<file path="config.mk">
export PLATFORM = sky130hd
export DESIGN_NAME = mdmac_unit
export DESIGN_NICKNAME = d
export VERILOG_FILES = /design/src/common/mdmac_pkg.sv /design/src/rtl/mdmac_unit.sv /design/src/rtl/mdmac_mul.sv /design/src/rtl/mdmac_div.sv
export SDC_FILE = /design/constraint.sdc
export NUM_CORES = 1
export LEC_CHECK = 0
export BUFFER_PORTS_ARGS = -buffer_cell sky130_fd_sc_hd__buf_2
export CAP_MARGIN = 20
export CELL_PAD_IN_SITES_DETAIL_PLACEMENT = 1
export CELL_PAD_IN_SITES_GLOBAL_PLACEMENT = 2
export CORE_ASPECT_RATIO = 0.8
export CORE_MARGIN = 4
export CORE_UTILIZATION = 45
export DETAILED_ROUTE_END_ITERATION = 6
export GPL_ROUTABILITY_DRIVEN = 0
export GPL_TIMING_DRIVEN = 1
export HOLD_SLACK_MARGIN = 0.02
export PLACE_DENSITY_LB_ADDON = 0.12
export SYNTH_ARGS = -nofsm -noshare
export SYNTH_HDL_FRONTEND = slang
export SYNTH_SLANG_ARGS = --single-unit
</file>
<file path="constraint.sdc">
create_clock -name clk_sys -period 15.6 [get_ports clk_sys]
set_input_delay 0.78 -clock clk_sys [delete_from_list [all_inputs] [get_ports clk_sys]]
set_output_delay 0.78 -clock clk_sys [all_outputs]
set_load 0.005 [all_outputs]
</file>
<file path="src/common/mdmac_pkg.sv">
// package of constants and types for the multiply/divide/accumulate unit
package mdmac_pkg;

  // ----------------------------------------
  // register map (word index on the plain port)
  // ----------------------------------------
  localparam logic [3:0] MDMAC_ADDR_A_LOW = 4'h0;
  localparam logic [3:0] MDMAC_ADDR_A_HIGH = 4'h1;
  localparam logic [3:0] MDMAC_ADDR_B_LOW = 4'h2;
  localparam logic [3:0] MDMAC_ADDR_B_HIGH = 4'h3;
  localparam logic [3:0] MDMAC_ADDR_C_LOW = 4'h4;
  localparam logic [3:0] MDMAC_ADDR_C_HIGH = 4'h5;
  localparam logic [3:0] MDMAC_ADDR_CTRL = 4'h6;

  // ----------------------------------------
  // control register fields and reset values
  // ----------------------------------------
  localparam int MDMAC_BIT_DIV = 7;
  localparam int MDMAC_BIT_MAC = 6;
  localparam int MDMAC_BIT_SIGNED = 3;
  localparam int MDMAC_BIT_OVF = 2;
  localparam int MDMAC_BIT_SIGNF = 1;
  localparam int MDMAC_BIT_START = 0;
  localparam logic [15:0] MDMAC_DATA_RESET = 16'h0000;
  localparam logic [7:0] MDMAC_CTRL_RESET = 8'h00;

  // ----------------------------------------
  // divider timing: one quotient bit per cycle
  // ----------------------------------------
  localparam int MDMAC_DIV_STEPS = 32;
  localparam logic [5:0] MDMAC_DIV_LAST = 6'h1F;

  // ----------------------------------------
  // operation modes decoded from the three mode bits
  // ----------------------------------------
  typedef enum logic [2:0] {
    MDMAC_MODE_MUL_U,
    MDMAC_MODE_MUL_S,
    MDMAC_MODE_MAC_U,
    MDMAC_MODE_MAC_S,
    MDMAC_MODE_DIV_IRQ,
    MDMAC_MODE_DIV_QUIET,
    MDMAC_MODE_BAD
  } mdmac_mode_type;

  // decode divide, accumulate and signed bits into a mode
  function automatic mdmac_mode_type mdmac_decode(input logic [2:0] sel);
    case (sel)
      3'h0: mdmac_decode = MDMAC_MODE_MUL_U;
      3'h1: mdmac_decode = MDMAC_MODE_MUL_S;
      3'h2: mdmac_decode = MDMAC_MODE_MAC_U;
      3'h3: mdmac_decode = MDMAC_MODE_MAC_S;
      3'h4: mdmac_decode = MDMAC_MODE_DIV_IRQ;
      3'h6: mdmac_decode = MDMAC_MODE_DIV_QUIET;
      default: mdmac_decode = MDMAC_MODE_BAD;
    endcase
  endfunction

endpackage

</file>
<file path="src/rtl/mdmac_unit.sv">
// multiply, multiply-accumulate and divide unit with its register file
//
// How it works
// - multiply forms 32-bit product of two 16-bit operands, signed or unsigned.
// - accumulate mode adds the 32-bit product to the 32-bit accumulator.
// - divide mode divides 32-bit unsigned by 32-bit, giving quotient and remainder.
// - reset clears all six 16-bit data registers to zero.
// - host writes data registers as whole 16-bit words; a result landing in the same cycle wins over the write.
// - multiplier comes from operand A high, multiplicand from operand A low.
// - dividend read from operand A pair; quotient written back there.
// - product goes to operand B pair, high word bits 31 to 16.
// - divisor is taken from the operand B pair, high register high.
// - accumulator pair holds sum in accumulate mode, remainder in divide mode.
// - accumulate writes sum to accumulator pair and product to operand B.
// - signed modes use two's complement for operands, product and sum.
// - three mode bits select operation; other encodings are prohibited.
// - start bit begins division and clears itself at end unless written as a product lands; software cannot clear.
// - multiply starts when both operand A halves written; ready one clock later.
// - overflow flag set when accumulated value leaves its range.
//
// Implementation choices: the address map and strobed register access.
`timescale 1ns/10ps
module mdmac_unit
  import mdmac_pkg::*;
(
  clk_sys,
  resetn,
  reg_addr,
  reg_wdata,
  reg_write,
  reg_read,
  reg_rdata,
  divide_done_irq,
  mode_prohibited
);
  input wire logic clk_sys;
  input wire logic resetn;
  input wire logic [3:0] reg_addr;
  input wire logic [15:0] reg_wdata;
  input wire logic reg_write;
  input wire logic reg_read;
  output logic [15:0] reg_rdata;
  output logic divide_done_irq;
  output logic mode_prohibited;

  // ----------------------------------------
  // state
  // ----------------------------------------
  typedef enum logic [1:0] {
    MDMAC_SEQ_IDLE,
    MDMAC_SEQ_MUL,
    MDMAC_SEQ_DIV
  } mdmac_seq_type;

  typedef struct packed {
    logic [15:0] operand_a_low;
    logic [15:0] operand_a_high;
    logic [15:0] operand_b_low;
    logic [15:0] operand_b_high;
    logic [15:0] accumulator_low;
    logic [15:0] accumulator_high;
    logic divide_select;
    logic accumulate_select;
    logic signed_select;
    logic accum_overflow_flag;
    logic accum_sign_flag;
    logic divide_start_busy;
    logic a_low_written;
    logic a_high_written;
    mdmac_seq_type seq;
    logic irq;
    logic [15:0] rdata;
  } mdmac_state_type;

  mdmac_state_type state_reg;
  mdmac_state_type state_next;

  mdmac_mode_type mode;
  logic mul_start;
  logic div_start;
  logic div_done;
  logic [31:0] product;
  logic [31:0] quotient;
  logic [31:0] remainder;
  logic [31:0] accum;
  logic [32:0] usum;
  logic [31:0] ssum;
  logic wr_ctrl;

  // ----------------------------------------
  // helpers
  // ----------------------------------------
  // read-back image of the control register
  function automatic logic [15:0] ctrl_image(input mdmac_state_type s);
    logic [15:0] v;
    v = 16'h0000;
    v[MDMAC_BIT_DIV] = s.divide_select;
    v[MDMAC_BIT_MAC] = s.accumulate_select;
    v[MDMAC_BIT_SIGNED] = s.signed_select;
    v[MDMAC_BIT_OVF] = s.accum_overflow_flag;
    v[MDMAC_BIT_SIGNF] = s.accum_sign_flag;
    v[MDMAC_BIT_START] = s.divide_start_busy;
    return v;
  endfunction

  // ----------------------------------------
  // mode decode and start conditions
  // ----------------------------------------
  always_comb
  begin
    mode = mdmac_decode({state_reg.divide_select, state_reg.accumulate_select,
                         state_reg.signed_select});
    wr_ctrl = reg_write && (reg_addr == MDMAC_ADDR_CTRL);
    // start the product once both halves are fresh; order of writes is free
    mul_start = (state_reg.seq == MDMAC_SEQ_IDLE) && !state_reg.divide_select
                && state_reg.a_low_written && state_reg.a_high_written
                && (mode != MDMAC_MODE_BAD);
    // start bit only accepted when divide mode is selected in the same write
    div_start = wr_ctrl && reg_wdata[MDMAC_BIT_DIV] && reg_wdata[MDMAC_BIT_START]
                && !reg_wdata[MDMAC_BIT_SIGNED]
                && !state_reg.divide_start_busy;
  end

  // ----------------------------------------
  // datapath instances
  // ----------------------------------------
  mdmac_mul u_mul (
    .clk_sys(clk_sys),
    .resetn(resetn),
    .start(mul_start),
    .signed_mode(state_reg.signed_select),
    .multiplier(state_reg.operand_a_high),
    .multiplicand(state_reg.operand_a_low),
    .product(product)
  );

  mdmac_div u_div (
    .clk_sys(clk_sys),
    .resetn(resetn),
    .start(div_start),
    .dividend({state_reg.operand_a_high, state_reg.operand_a_low}),
    .divisor({state_reg.operand_b_high, state_reg.operand_b_low}),
    .done(div_done),
    .quotient(quotient),
    .remainder(remainder)
  );

  // ----------------------------------------
  // accumulation arithmetic
  // ----------------------------------------
  // both sums built in parallel; the mode picks which one lands
  always_comb
  begin
    accum = {state_reg.accumulator_high, state_reg.accumulator_low};
    usum = {1'b0, accum} + {1'b0, product};
    ssum = accum + product;
  end

  // ----------------------------------------
  // next-state logic: bus writes, sequencing, results
  // ----------------------------------------
  always_comb
  begin
    state_next = state_reg;
    state_next.irq = 1'b0;
    state_next.rdata = 16'h0000;

    // host writes take effect on the next edge; whole words only
    if (reg_write)
    begin
      case (reg_addr)
        MDMAC_ADDR_A_LOW:
        begin
          state_next.operand_a_low = reg_wdata;
          state_next.a_low_written = 1'b1;
        end
        MDMAC_ADDR_A_HIGH:
        begin
          state_next.operand_a_high = reg_wdata;
          state_next.a_high_written = 1'b1;
        end
        MDMAC_ADDR_B_LOW: state_next.operand_b_low = reg_wdata;
        MDMAC_ADDR_B_HIGH: state_next.operand_b_high = reg_wdata;
        MDMAC_ADDR_C_LOW: state_next.accumulator_low = reg_wdata;
        MDMAC_ADDR_C_HIGH: state_next.accumulator_high = reg_wdata;
        MDMAC_ADDR_CTRL:
        begin
          // mode bits are frozen while a division runs
          if (!state_reg.divide_start_busy)
          begin
            state_next.divide_select = reg_wdata[MDMAC_BIT_DIV];
            state_next.accumulate_select = reg_wdata[MDMAC_BIT_MAC];
            state_next.signed_select = reg_wdata[MDMAC_BIT_SIGNED];
          end
          if (div_start)
          begin
            state_next.divide_start_busy = 1'b1;
          end
        end
        default:
        begin
        end
      endcase
    end

    // sequencing of the two operation kinds
    case (state_reg.seq)
      MDMAC_SEQ_IDLE:
      begin
        // a division wins; a multiply due in the same cycle is dropped, never half-run
        if (div_start)
        begin
          state_next.seq = MDMAC_SEQ_DIV;
        end
        else if (mul_start)
        begin
          state_next.seq = MDMAC_SEQ_MUL;
          // a half written in this very cycle stays fresh for the next product
          state_next.a_low_written = reg_write && (reg_addr == MDMAC_ADDR_A_LOW);
          state_next.a_high_written = reg_write && (reg_addr == MDMAC_ADDR_A_HIGH);
        end
      end
      MDMAC_SEQ_MUL:
      begin
        // product stands one clock after the start
        state_next.operand_b_high = product[31:16];
        state_next.operand_b_low = product[15:0];
        if (state_reg.accumulate_select)
        begin
          if (state_reg.signed_select)
          begin
            state_next.accumulator_high = ssum[31:16];
            state_next.accumulator_low = ssum[15:0];
            state_next.accum_sign_flag = ssum[31];
            if ((accum[31] == product[31]) && (ssum[31] != accum[31]))
            begin
              state_next.accum_overflow_flag = 1'b1;
            end
          end
          else
          begin
            state_next.accumulator_high = usum[31:16];
            state_next.accumulator_low = usum[15:0];
            state_next.accum_sign_flag = 1'b0;
            if (usum[32])
            begin
              state_next.accum_overflow_flag = 1'b1;
            end
          end
        end
        state_next.seq = MDMAC_SEQ_IDLE;
      end
      MDMAC_SEQ_DIV:
      begin
        // quotient and remainder land together with the busy drop
        if (div_done)
        begin
          state_next.operand_a_high = quotient[31:16];
          state_next.operand_a_low = quotient[15:0];
          state_next.accumulator_high = remainder[31:16];
          state_next.accumulator_low = remainder[15:0];
          state_next.divide_start_busy = 1'b0;
          state_next.irq = !state_reg.accumulate_select;
          state_next.a_low_written = reg_write && (reg_addr == MDMAC_ADDR_A_LOW);
          state_next.a_high_written = reg_write && (reg_addr == MDMAC_ADDR_A_HIGH);
          state_next.seq = MDMAC_SEQ_IDLE;
        end
      end
      default:
      begin
        state_next.seq = MDMAC_SEQ_IDLE;
      end
    endcase

    // read data stand in the cycle after the strobe; a data register result landing at the
    // strobe's edge is returned at once, so a product reads one clock after start
    if (reg_read)
    begin
      case (reg_addr)
        MDMAC_ADDR_A_LOW: state_next.rdata = state_next.operand_a_low;
        MDMAC_ADDR_A_HIGH: state_next.rdata = state_next.operand_a_high;
        MDMAC_ADDR_B_LOW: state_next.rdata = state_next.operand_b_low;
        MDMAC_ADDR_B_HIGH: state_next.rdata = state_next.operand_b_high;
        MDMAC_ADDR_C_LOW: state_next.rdata = state_next.accumulator_low;
        MDMAC_ADDR_C_HIGH: state_next.rdata = state_next.accumulator_high;
        MDMAC_ADDR_CTRL: state_next.rdata = ctrl_image(state_reg);
        default: state_next.rdata = 16'h0000;
      endcase
    end
  end

  // ----------------------------------------
  // state register
  // ----------------------------------------
  // all data registers clear to zero on reset
  always_ff @(posedge clk_sys or negedge resetn)
  begin
    if (!resetn)
    begin
      state_reg <= '0;
      state_reg.operand_a_low <= MDMAC_DATA_RESET;
      state_reg.operand_a_high <= MDMAC_DATA_RESET;
      state_reg.operand_b_low <= MDMAC_DATA_RESET;
      state_reg.operand_b_high <= MDMAC_DATA_RESET;
      state_reg.accumulator_low <= MDMAC_DATA_RESET;
      state_reg.accumulator_high <= MDMAC_DATA_RESET;
      state_reg.seq <= MDMAC_SEQ_IDLE;
    end
    else
    begin
      state_reg <= state_next;
    end
  end

  // ----------------------------------------
  // outputs
  // ----------------------------------------
  assign reg_rdata = state_reg.rdata;
  assign divide_done_irq = state_reg.irq;
  assign mode_prohibited = (mode == MDMAC_MODE_BAD);
endmodule

</file>
<file path="src/rtl/mdmac_mul.sv">
// 16x16 multiplier with signed/unsigned selection and registered product
`timescale 1ns/10ps
module mdmac_mul
  import mdmac_pkg::*;
(
  clk_sys,
  resetn,
  start,
  signed_mode,
  multiplier,
  multiplicand,
  product
);
  input wire logic clk_sys;
  input wire logic resetn;
  input wire logic start;
  input wire logic signed_mode;
  input wire logic [15:0] multiplier;
  input wire logic [15:0] multiplicand;
  output logic [31:0] product;

  typedef struct packed {
    logic [31:0] product;
  } mdmac_mul_state_type;

  mdmac_mul_state_type state_reg;
  mdmac_mul_state_type state_next;
  logic signed [33:0] full;

  // ----------------------------------------
  // product formation
  // ----------------------------------------
  // extend each operand by one bit so one signed multiplier serves both modes
  always_comb
  begin
    full = $signed({signed_mode & multiplier[15], multiplier})
         * $signed({signed_mode & multiplicand[15], multiplicand});
    state_next = state_reg;
    if (start)
    begin
      state_next.product = full[31:0];
    end
  end

  // state register
  always_ff @(posedge clk_sys or negedge resetn)
  begin
    if (!resetn)
    begin
      state_reg <= '0;
    end
    else
    begin
      state_reg <= state_next;
    end
  end

  assign product = state_reg.product;
endmodule

</file>
<file path="src/rtl/mdmac_div.sv">
// 32/32 unsigned restoring divider, one quotient bit per clock
`timescale 1ns/10ps
module mdmac_div
  import mdmac_pkg::*;
(
  clk_sys,
  resetn,
  start,
  dividend,
  divisor,
  done,
  quotient,
  remainder
);
  input wire logic clk_sys;
  input wire logic resetn;
  input wire logic start;
  input wire logic [31:0] dividend;
  input wire logic [31:0] divisor;
  output logic done;
  output logic [31:0] quotient;
  output logic [31:0] remainder;

  typedef struct packed {
    logic busy;
    logic done;
    logic [5:0] step;
    logic [31:0] quo;
    logic [31:0] rem;
    logic [31:0] dsr;
  } mdmac_div_state_type;

  mdmac_div_state_type state_reg;
  mdmac_div_state_type state_next;
  logic [32:0] trial;
  logic [32:0] shifted;

  // ----------------------------------------
  // iteration
  // ----------------------------------------
  // divisor is latched at start so later bus writes cannot corrupt it mid-way
  always_comb
  begin
    state_next = state_reg;
    state_next.done = 1'b0;
    shifted = {state_reg.rem, state_reg.quo[31]};
    trial = shifted - {1'b0, state_reg.dsr};
    if (start)
    begin
      state_next.busy = 1'b1;
      state_next.step = '0;
      state_next.quo = dividend;
      state_next.rem = '0;
      state_next.dsr = divisor;
    end
    else if (state_reg.busy)
    begin
      // zero divisor gives all-ones quotient; result is undefined anyway
      if (!trial[32])
      begin
        state_next.rem = trial[31:0];
      end
      else
      begin
        state_next.rem = shifted[31:0];
      end
      state_next.quo = {state_reg.quo[30:0], ~trial[32]};
      state_next.step = state_reg.step + 6'h01;
      if (state_reg.step == MDMAC_DIV_LAST)
      begin
        state_next.busy = 1'b0;
        state_next.done = 1'b1;
      end
    end
  end

  // state register
  always_ff @(posedge clk_sys or negedge resetn)
  begin
    if (!resetn)
    begin
      state_reg <= '0;
    end
    else
    begin
      state_reg <= state_next;
    end
  end

  assign done = state_reg.done;
  assign quotient = state_reg.quo;
  assign remainder = state_reg.rem;
endmodule

</file>
==> impl_metrics.ini <==
[synthesis]
synth_seq_cells = 259
synthArstFlopShare_pct = 100
synth_edf_count = 0
syn_nets = 3291
ys_warn_count = 0
synth_cells = 2833
seq_area_frac_synth_pct = 25.0
post_synth.cell_area_avg_um2 = 9.14
ys_types = 83
ys.flop_type = dfrtp_1
syn_area_um2 = 25900

[route]
vias = 20800
wirelength_um = 86300
wl_per_cell_um = 24.3
ant_nets = 0
drcViolationCount = 0
drtPass1Iterations = 6
vias_per_cell = 5.86
drt_iter0_drc = 1460

[clocking]
cts.clk_slew.worst_paths_ps = 70
cts_root_buffer = clkbuf_16
cts_buffers = 28
post_cts_buffers = 0
cts.sinks = 259
worst_skew_pair.late_latency_ps = 590
cts_resized = 0
htreeDepth = 1
cts_tree = yes
cts_hold_buf = 0
clockBufferDepth = 3

[floorplanning]
dieArea_um2 = 61500
dieHeight_um = 223
die_width_um = 276
io_pins = 42
start_util_pct = 45.6
coreArea_um2 = 56800
rows = 78

[global_route]
grt_first_pass_wirelength_um = 134000
grt.total_usage_pct = 27.7
grt_antenna_before_repair = 2
grt_max_degree = 145
grt_overflow_total = 0
grt_pass1_vias = 22300

[timing]
fmax_ghz = 0.129
rsz0062_at_grt = no
hold_ws_ps = 226
setup_violations = 0
worstMarginPinSlew_ps = 1170
max_slew_margin_pct = 21.8
setup-tns-final_ps = 0
post-route-min-period_ps = 7740
slew_viol_final = 0
final_hold_viol_count = 0
min_period_over_period_pct = 49.6
finalClockSkew_ps = 33.8

[cells_and_area]
largest_register_ffs = 74
drive_gt1_share_pct = 6.27
final_common_cell = nand2_1
fin_nets = 3231
area_growth_pct = 6.89
final_cell_mix = nand2_1, inv_1, fa_1
n_fill_cell = 6563

[worst_setup_path]
critPathSlowestCell = dfrtp_1
cp_slowest_stage_delay_ps = 800
path_max_fanout = 20
path_cells = nand2_1 > or2_2 > fa_1 > fa_1 > inv_1 > fa_1 > fa_1 > fa_1 > inv_1 > fa_1 > inv_1 > ha_1 > a211oi_1 > nand2_1 > nor2_1 > a22oi_1 > a21oi_1 > o2bb2ai_1 > or4_1 > a31oi_1 > xnor2_1 > o21ai_1
cpMostUsedCell = fa_1
worstSetupStartpointType = flip-flop
end_kind = flip-flop
required_ps = 16020
critPathArrivalTime_ps = 8170
critPathKind = flip-flop to flip-flop

[place]
io_buffers = 41
dpl.hpwl_um = 65600

[status]
status = completed

[flow_run]
max-cap-violations = 0

[hold_path]
hp-class = input pin to asynchronous set/reset pin
-- Yosys cell counts (10+ instances only) --
| library cell | instances | area share, % |
|---|---|---|
| a211oi_1 | 17 | 0.49 |
| a21o_1 | 40 | 1.2 |
| a21oi_1 | 110 | 2.1 |
| a221oi_1 | 14 | 0.47 |
| a22oi_1 | 34 | 0.99 |
| a31oi_1 | 16 | 0.39 |
| and2_1 | 132 | 3.2 |
| and3_1 | 14 | 0.34 |
| buf_2 | 10 | 0.19 |
| buf_4 | 18 | 0.52 |
| clkbuf_1 | 135 | 2.0 |
| dfrtp_1 | 259 | 25 |
| fa_1 | 284 | 22 |
| ha_1 | 150 | 7.2 |
| inv_1 | 353 | 5.1 |
| mux2_2 | 15 | 0.65 |
| mux2i_1 | 147 | 5.7 |
| nand2_1 | 401 | 5.8 |
| nand2b_1 | 15 | 0.36 |
| nand3_1 | 45 | 0.87 |
| nand4_1 | 10 | 0.24 |
| nor2_1 | 86 | 1.2 |
| nor2b_1 | 11 | 0.27 |
| nor3_1 | 14 | 0.27 |
| o21a_1 | 18 | 0.52 |
| o21ai_0 | 232 | 4.5 |
| o21bai_1 | 11 | 0.32 |
| o22ai_1 | 16 | 0.39 |
| xnor2_1 | 56 | 1.9 |
| xor2_1 | 41 | 1.4 |
-- critical path: cells and delay by family, from the launching register on --
family                   cells  cell delay (ps)
XOR/XNOR                     1              150
flip-flops                   1              800
buffers and inverters        3              140
adder cells (fa/ha/maj)      7             3240
AO/OA/AOI/OAI                6             1500
AND/OR/NAND/NOR              5             1770
-- through the flow --
step / utilization [%] / cell area, um^2 / setup WS, ps / std cells
final: 48.7 / 27700 / 7860 / 3554
after global routing: 48.7 / 27700 / 7460 / 3553
after detailed placement: 46.9 / 26700 / 7940 / 3503
after floorplan: - / 25900 / 9230 / 2833
after CTS: 48.7 / 27700 / 7900 / 3553
after global placement: 46.9 / 26700 / 8110 / 3503
-- routing by layer --
metal | part of all wire, % | GRT usage [%]
met1 | 47 | 40.7
met2 | 45 | 43.5
met3 | 6.3 | 5.11
met4 | 1.9 | 5.09
met5 | 0 | 0
-- cells by family after synthesis --
| family | count (synthesis) | share of synthesized area, % |
|---|---|---|
| adders and majority gates | 434 | 29.2 |
| buffers and inverters | 523 | 7.95 |
| muxes | 162 | 6.33 |
| DFF | 259 | 25.0 |
| AOI/OAI and AO/OA | 591 | 14.4 |
| xor gates and xnor gates | 98 | 3.39 |
| and+or+nand+nor | 766 | 13.7 |
-- final cells by class --
cell class                 count  area [um^2]  area share (%)
antenna                        1         2.50         0.00904
clock buffer                  37          785            2.83
clock inverter                13          239           0.863
inverter                     354         1330            4.80
multi-input combinational   2051        17400            62.8
sequential                   259         6480            23.4
tap                          760          951            3.43
timing repair buffer          79          513            1.85
-- path summary, 6_finish.rpt --
kind                                            from                  end  slack (ps)  cells past startpoint
worst max-delay path                  state_reg[122]    u_mul.product[31]        7860                     22
worst min-delay path                          resetn  u_div.state_reg[97]         230                      1
worst min register to register  u_div.state_reg[101]           u_div.done         480                      1
worst max register to register        state_reg[122]    u_mul.product[31]        7860                     22
max in group asynchronous                     resetn    u_mul.product[28]       14000                      2
min in group clk_sys            u_div.state_reg[101]           u_div.done         480                      1
Power is not shown: default switching activity piles up to over one toggle a cycle in this logic, so the estimate is an artifact.
